--- config.mk ---
export PLATFORM = sky130hd
export DESIGN_NAME = link_control_audio_config_regs
export DESIGN_NICKNAME = d
export VERILOG_FILES = /design/src/rtl/audio_out_shaper.v /design/src/rtl/link_control_audio_config_regs.v
export VERILOG_INCLUDE_DIRS = /design/src /design/src/rtl
export SDC_FILE = /design/constraint.sdc
export NUM_CORES = 1
export LEC_CHECK = 0
export ABC_CLOCK_PERIOD_IN_PS = 3900
export CORE_ASPECT_RATIO = 0.6
export CORE_MARGIN = 4
export CORE_UTILIZATION = 59
export DETAILED_ROUTE_END_ITERATION = 7
export DONT_BUFFER_PORTS = 1
export PLACE_DENSITY = 0.75
export SYNTH_ARGS = -nofsm -noshare
export SYNTH_HDL_FRONTEND = slang
export SYNTH_HIERARCHICAL = 1
export SYNTH_SLANG_ARGS = --single-unit
--- constraint.sdc ---
create_clock -name sys_clk_i -period 3.9 [get_ports sys_clk_i]
set_clock_uncertainty 0.15 [all_clocks]
set_input_delay 0.39 -clock sys_clk_i [delete_from_list [all_inputs] [get_ports sys_clk_i]]
set_output_delay 0.39 -clock sys_clk_i [all_outputs]
set_load 0.05 [all_outputs]
--- src/rtl/link_cfg_consts.vh ---
// Contract
// - local-ack bit set: slave acks locally while forward link down; resets one.
// - local-ack bit clear: no acknowledge while forward link down.
// - two-bit setup/hold select, four timing pairs, resets to 01.
// - three-bit master bit-rate select, 8.47 to 837 kbps, resets 101.
// - two-bit remote timeout: 64, 256, 1024 us or off; resets 10.
// - underflow bit zero: repeat last audio word when fifo empty.
// - underflow bit one: output zero word when fifo empty.
// - sck invert bit selects sck polarity, resets zero.
// - ws invert bit selects ws polarity, resets zero.
`ifndef LINK_CFG_CONSTS_VH
`define LINK_CFG_CONSTS_VH
`define OFS_BRIDGE_CFG 8'h1c
`define OFS_AUDIO_CFG 8'h1d
`define OFS_DEVICE_ID 8'h1e
`define BIT_LOCAL_ACK 7
`define MSB_SETUP_HOLD 6
`define LSB_SETUP_HOLD 5
`define MSB_BIT_RATE 4
`define LSB_BIT_RATE 2
`define MSB_TIMEOUT 1
`define LSB_TIMEOUT 0
`define BIT_UNDERFLOW 2
`define BIT_SCK_INV 1
`define BIT_WS_INV 0
`define RST_BRIDGE_CFG 8'hb6
`define RST_AUDIO_CFG 3'h0
`define RST_SETUP_HOLD 2'h1
`define RST_BIT_RATE 3'h5
`define RST_TIMEOUT_SEL 2'h2
`define RST_TIMEOUT_US 12'd1024
`define TIMEOUT_64US 12'd64
`define TIMEOUT_256US 12'd256
`define TIMEOUT_1024US 12'd1024
`define CLK_MHZ 32'd100
`endif

--- src/rtl/audio_out_shaper.v ---
`timescale 1ns/10ps
`include "link_cfg_consts.vh"
module audio_out_shaper #(
    parameter WORD_W = 32
) (
    input wire sys_clk_i,
    input wire sys_rst_i,
    input wire underflow_zero_i,
    input wire sck_invert_i,
    input wire ws_invert_i,
    input wire fifo_empty_i,
    input wire [WORD_W-1:0] fifo_word_i,
    input wire sck_i,
    input wire ws_i,
    output reg [WORD_W-1:0] audio_word_o,
    output reg sck_o,
    output reg ws_o
);
always @(posedge sys_clk_i or posedge sys_rst_i) begin
    if (sys_rst_i) begin
        audio_word_o <= {WORD_W{1'b0}};
        sck_o <= 1'b0;
        ws_o <= 1'b0;
    end else begin
        // empty and bit clear: last word holds
        if (!fifo_empty_i)
            audio_word_o <= fifo_word_i;
        else if (underflow_zero_i)
            audio_word_o <= {WORD_W{1'b0}};
        sck_o <= sck_i ^ sck_invert_i;
        ws_o <= ws_i ^ ws_invert_i;
    end
end
endmodule

--- src/rtl/link_control_audio_config_regs.v ---
`timescale 1ns/10ps
`include "link_cfg_consts.vh"
module link_control_audio_config_regs #(
    parameter WORD_W = 32,
    parameter [7:0] DEVICE_ID = 8'h5a // arbitrary value
) (
    input wire sys_clk_i,
    input wire sys_rst_i,
    input wire wr_en_i,
    input wire rd_en_i,
    input wire [7:0] addr_i,
    input wire [7:0] wdata_i,
    output reg [7:0] rdata_o,
    output reg rvalid_o,
    input wire fwd_link_up_i,
    input wire ack_request_i,
    output reg local_ack_o,
    output reg [1:0] slave_setup_hold_select_o,
    output reg [2:0] master_bit_rate_select_o,
    output reg [1:0] remote_timeout_select_o,
    output reg [11:0] remote_timeout_us_o,
    output reg timeout_enable_o,
    input wire fifo_empty_i,
    input wire [WORD_W-1:0] fifo_word_i,
    input wire sck_i,
    input wire ws_i,
    output wire [WORD_W-1:0] audio_word_o,
    output wire sck_o,
    output wire ws_o
);
////////////////////////////////////////////////////////////////////////
// storage, decode and field outputs
localparam [7:0] BRIDGE_RST = `RST_BRIDGE_CFG;
localparam [2:0] AUDIO_RST = `RST_AUDIO_CFG;
localparam integer AUDIO_BITS = 3;

reg [7:0] bridge_reg;
reg [7:0] bridge_next;
reg [2:0] audio_reg;
reg [2:0] audio_next;
reg [7:0] rdata_next;
reg local_ack_next;
reg [11:0] timeout_us_next;
reg timeout_enable_next;
wire bridge_wr;
wire audio_wr;
wire [1:0] timeout_sel;
wire link_down;
wire underflow_zero;
wire sck_invert;
wire ws_invert;

////////////////////////////////////////////////////////////////////////
// true when the offset selects the given register
function addr_hit;
    input [7:0] addr;
    input [7:0] ofs;
    begin
        addr_hit = (addr == ofs);
    end
endfunction

// typical remote timeout in microseconds, zero when off
function [11:0] timeout_us;
    input [1:0] sel;
    begin
        case (sel)
            2'h0: begin
                timeout_us = `TIMEOUT_64US;
            end
            2'h1: begin
                timeout_us = `TIMEOUT_256US;
            end
            2'h2: begin
                timeout_us = `TIMEOUT_1024US;
            end
            default: begin
                timeout_us = 12'h000;
            end
        endcase
    end
endfunction

////////////////////////////////////////////////////////////////////////
// write decode; identifier offset has no storage
assign bridge_wr = wr_en_i & addr_hit(addr_i, `OFS_BRIDGE_CFG);
assign audio_wr = wr_en_i & addr_hit(addr_i, `OFS_AUDIO_CFG);
assign timeout_sel = bridge_reg[`MSB_TIMEOUT:`LSB_TIMEOUT];
assign link_down = ~fwd_link_up_i;

always @* begin
    bridge_next = bridge_reg;
    audio_next = audio_reg;
    if (bridge_wr) begin
        bridge_next = wdata_i;
    end
    if (audio_wr) begin
        // reserved bits are not stored
        audio_next = wdata_i[AUDIO_BITS-1:0];
    end
end

always @(posedge sys_clk_i or posedge sys_rst_i) begin
    if (sys_rst_i) begin
        bridge_reg <= BRIDGE_RST;
        audio_reg <= AUDIO_RST;
    end else begin
        bridge_reg <= bridge_next;
        audio_reg <= audio_next;
    end
end

////////////////////////////////////////////////////////////////////////
// read path
always @* begin
    rdata_next = 8'h00;
    case (addr_i)
        `OFS_BRIDGE_CFG: begin
            rdata_next = bridge_reg;
        end
        `OFS_AUDIO_CFG: begin
            rdata_next = {5'h00, audio_reg};
        end
        `OFS_DEVICE_ID: begin
            rdata_next = DEVICE_ID;
        end
        default: begin
            rdata_next = 8'h00;
        end
    endcase
end

// read data holds until the next read strobe
always @(posedge sys_clk_i or posedge sys_rst_i) begin
    if (sys_rst_i) begin
        rdata_o <= 8'h00;
        rvalid_o <= 1'b0;
    end else begin
        rvalid_o <= rd_en_i;
        if (rd_en_i) begin
            rdata_o <= rdata_next;
        end
    end
end

////////////////////////////////////////////////////////////////////////
// bridge control outputs
always @* begin
    local_ack_next = 1'b0;
    if (ack_request_i && link_down) begin
        local_ack_next = bridge_reg[`BIT_LOCAL_ACK];
    end
end

always @* begin
    timeout_us_next = timeout_us(timeout_sel);
end

// field value 11 switches the timeout off
always @* begin
    timeout_enable_next = 1'b1;
    if (timeout_sel == 2'h3) begin
        timeout_enable_next = 1'b0;
    end
end

always @(posedge sys_clk_i or posedge sys_rst_i) begin
    if (sys_rst_i) begin
        local_ack_o <= 1'b0;
    end else begin
        local_ack_o <= local_ack_next;
    end
end

always @(posedge sys_clk_i or posedge sys_rst_i) begin
    if (sys_rst_i) begin
        slave_setup_hold_select_o <= `RST_SETUP_HOLD;
        master_bit_rate_select_o <= `RST_BIT_RATE;
    end else begin
        slave_setup_hold_select_o <=
            bridge_reg[`MSB_SETUP_HOLD:`LSB_SETUP_HOLD];
        master_bit_rate_select_o <=
            bridge_reg[`MSB_BIT_RATE:`LSB_BIT_RATE];
    end
end

always @(posedge sys_clk_i or posedge sys_rst_i) begin
    if (sys_rst_i) begin
        remote_timeout_select_o <= `RST_TIMEOUT_SEL;
        remote_timeout_us_o <= `RST_TIMEOUT_US;
        timeout_enable_o <= 1'b1;
    end else begin
        remote_timeout_select_o <= timeout_sel;
        remote_timeout_us_o <= timeout_us_next;
        timeout_enable_o <= timeout_enable_next;
    end
end

////////////////////////////////////////////////////////////////////////
// audio output shaping
assign underflow_zero = audio_reg[`BIT_UNDERFLOW];
assign sck_invert = audio_reg[`BIT_SCK_INV];
assign ws_invert = audio_reg[`BIT_WS_INV];

audio_out_shaper #(
    .WORD_W(WORD_W)
) u_shaper (
    .sys_clk_i(sys_clk_i),
    .sys_rst_i(sys_rst_i),
    .underflow_zero_i(underflow_zero),
    .sck_invert_i(sck_invert),
    .ws_invert_i(ws_invert),
    .fifo_empty_i(fifo_empty_i),
    .fifo_word_i(fifo_word_i),
    .sck_i(sck_i),
    .ws_i(ws_i),
    .audio_word_o(audio_word_o),
    .sck_o(sck_o),
    .ws_o(ws_o)
);
endmodule

==> flow_summary.yaml <==
cts:
  post_cts_resized: 0
  clk_pin_slew_ns: 0.07
  post_cts_buffers: 0
  cts_root_buf: "clkbuf_8"
  clock_latency_ns: 0.33
  hold_buffers: 3
  cts_htree_levels: 3
  clock-sinks: 66
  cts_tree: "yes"
  cts_buffer_depth: 2
  cts_buffers: 9
floorplan:
  initial_utilization_pct: 62.2
  pin_count: 121
  die_h_um: 59.5
  dieArea_um2: 5570
  core-area_um2: 4190
  rows: 18
  fp.dieW_um: 93.8
placement:
  pre_cts_slack_ns: 1.72
  place.gp.congestion: 0.759
  dp_hpwl_um: 3940
  dp.cells: 243
  portBuffers: 0
grt:
  grt_pass1_vias: 1550
  grt_max_degree: 35
  antenna_found_initial: 0
  grt_usage_pct: 20.4
  overflow: 0
  grt_pass1_wl_um: 8170
power_and_ir_drop:
  leakage_nw: 1.29
  pwr_density_cell_nw_per_um2: 518
  ir_drop_mv: 0.284
run_status:
  outcome: "completed"
synthesis:
  ys_seq_area_share_pct: 64.0
  avgSynthCellArea_um2: 13.4
  synth_flop_cell: "dfrtp_1"
  ys_warn_count: 6
  synth_area_leaders: "dfrtp_1 53%, dfstp_2 11%, o2bb2ai_1 5.7%"
  synth.cell_area_um2: 2600
  synth_top_area_share_pct: 52.9
  synth_edf_count: 0
  syn_inst: 195
  synth_top_area_cell: "dfrtp_1"
  synthArstFlopShare_pct: 100
  ys_ff_latch: 66
  yosys.cell_types.count: 30
min_path:
  hold_path.class: "input pin to flop"
  worstHoldStart: "fifo_word_i[24]"
  hold_depth: 1
worst_setup_path:
  cpPeakStageDelay_ns: 0.62
  r2r_cells: 3
  worstSetupEndpointType: "flop"
  path_buf_inv: 0
  crit_slowest_cell: "or4_4"
  cp-startpoint: "addr_i[5]"
  cp_cell_sequence: "or4b_4 > or4_4 > mux2_4"
  cp-start-kind: "input pin"
  critPathRequiredTime_ns: 3.97
  crit_cells: 3
  crit_family: "simple AND/OR/NAND/NOR gates"
  crit_type: "input pin to flop"
  timing.rr.start: "bridge_reg[1]"
  cp.arrival_ns: 1.90
  crit_path_max_fanout: 8
sta:
  fmax_mhz: 546
  worst_slew_pin_slew_ns: 0.678
  setup_viol: 0
  drv_slew: 0
  hold_ws_ns: 0.0282
  fin_crit_ns: 1.83
  hold_violations: 0
  setup_tns_ns: 0
  finalCritPeriodShare_pct: 47.0
  rsz0062_at_grt: "no"
  max_slew_margin_pct: 54.8
  worst_slack_ns: 2.07
routing:
  drt_pass1_iterations: 4
  route.vias.total: 1541
  vias_per_cell: 5.77
  drt_wl_total_um: 5600
  drtIter0Drc: 95
  post_drt_wl_per_cell_um: 21.0
  drc: 0
  ant_nets: 0
finish:
  area_growth_pct: 9.66
  post-route-util_pct: 68.2
  largest_register_ffs: 32
  instances_no_fill: 267
  nets: 260
  n_fill_cell: 301
  antenna_cells: 0
  drive_above_1_share_pct: 22.7
run:
  max-cap-violations: 0
==> path summary, 6_finish.rpt <==
| check | end | slack [ns] |
|---|---|---|
| max | bridge_reg[0] | 2.07 |
| min in group asynchronous | u_shaper/audio_word_o[14] | 0.33 |
| min | u_shaper/audio_word_o[24] | 0.03 |
| min reg2reg | slave_setup_hold_select_o[0] | 0.23 |
| max in group asynchronous | master_bit_rate_select_o[0] | 2.69 |
| max reg2reg | rdata_o[1] | 2.39 |
==> layout make-up <==
class                   instances  area (um2)  share of cell area [%]
repair buffers                  9         125                    4.38
clock inverters                 3        17.5                   0.613
well taps                      60        75.1                    2.63
inverters                      11        41.3                    1.45
multi-input cells             106         786                    27.5
clock buffers                  12         145                    5.08
flip-flops and latches         66        1670                    58.3
==> power by group <==
part	internal [mW]	switching (mW)	total [mW]
registers	0.730	0.172	0.902
logic	0.0436	0.0603	0.104
clock network	0.242	0.232	0.474
total	1.02	0.464	1.48
==> cells in the mapped netlist (2+ instances only) <==
| cell | number |
|---|---|
| a22o_1 | 15 |
| buf_2 | 4 |
| buf_4 | 10 |
| buf_6 | 3 |
| clkbuf_1 | 2 |
| dfrtp_1 | 55 |
| dfstp_2 | 11 |
| inv_1 | 10 |
| mux2_2 | 6 |
| mux2_4 | 8 |
| nand2_1 | 24 |
| nor2b_1 | 2 |
| nor3_1 | 2 |
| o21ai_0 | 3 |
| o22ai_1 | 7 |
| o2bb2ai_1 | 17 |
| or3_2 | 2 |
| xor2_1 | 2 |
==> placed cells by master, fill, tap and decap left out, types with 2 or more instances in the layout <==
cell type | Yosys | routed
clkbuf_8 | 0 | 10
dlygate4sd3_1 | 0 | 7
nor2b_1 | 2 | 2
dfstp_2 | 11 | 11
nor3_1 | 2 | 2
o22ai_1 | 7 | 7
inv_1 | 10 | 9
mux2_4 | 8 | 8
o21ai_0 | 3 | 3
mux2_2 | 6 | 6
clkinv_2 | 0 | 2
a22o_1 | 15 | 15
clkbuf_1 | 2 | 2
nand2_1 | 24 | 24
o2bb2ai_1 | 17 | 17
buf_16 | 0 | 2
xor2_1 | 2 | 2
dfrtp_1 | 55 | 55
conb_1 | 1 | 9
or3_2 | 2 | 2
==> per-layer routing <==
metal	vias up	global-route usage, %	part of all wire, %
met5	-	0	0
met4	0	6.79	1.4
met3	8	11.4	10
met2	87	30.9	48
met1	765	25.1	40
li1	681	-	-
==> logic make-up after synthesis <==
kind of cell | share of synthesized area, %
buffers and inverters | 7.02
AO/OA/AOI/OAI | 13.4
multiplexers | 7.21
flip-flops | 64.0
XOR/XNOR | 0.673
AND/OR/NAND/NOR | 7.64
other | 0.144
==> stage by stage <==
stage / area, um2 / power [mW]
2_1_floorplan: 2630 / 0.996
5_1_grt: 2860 / 1.55
6_report: 2860 / 1.48
3_3_place_gp: 2570 / 0.997
4_1_cts: 2760 / 1.49
3_5_place_dp: 2570 / 1.00
(Power assumes the default switching activity.)
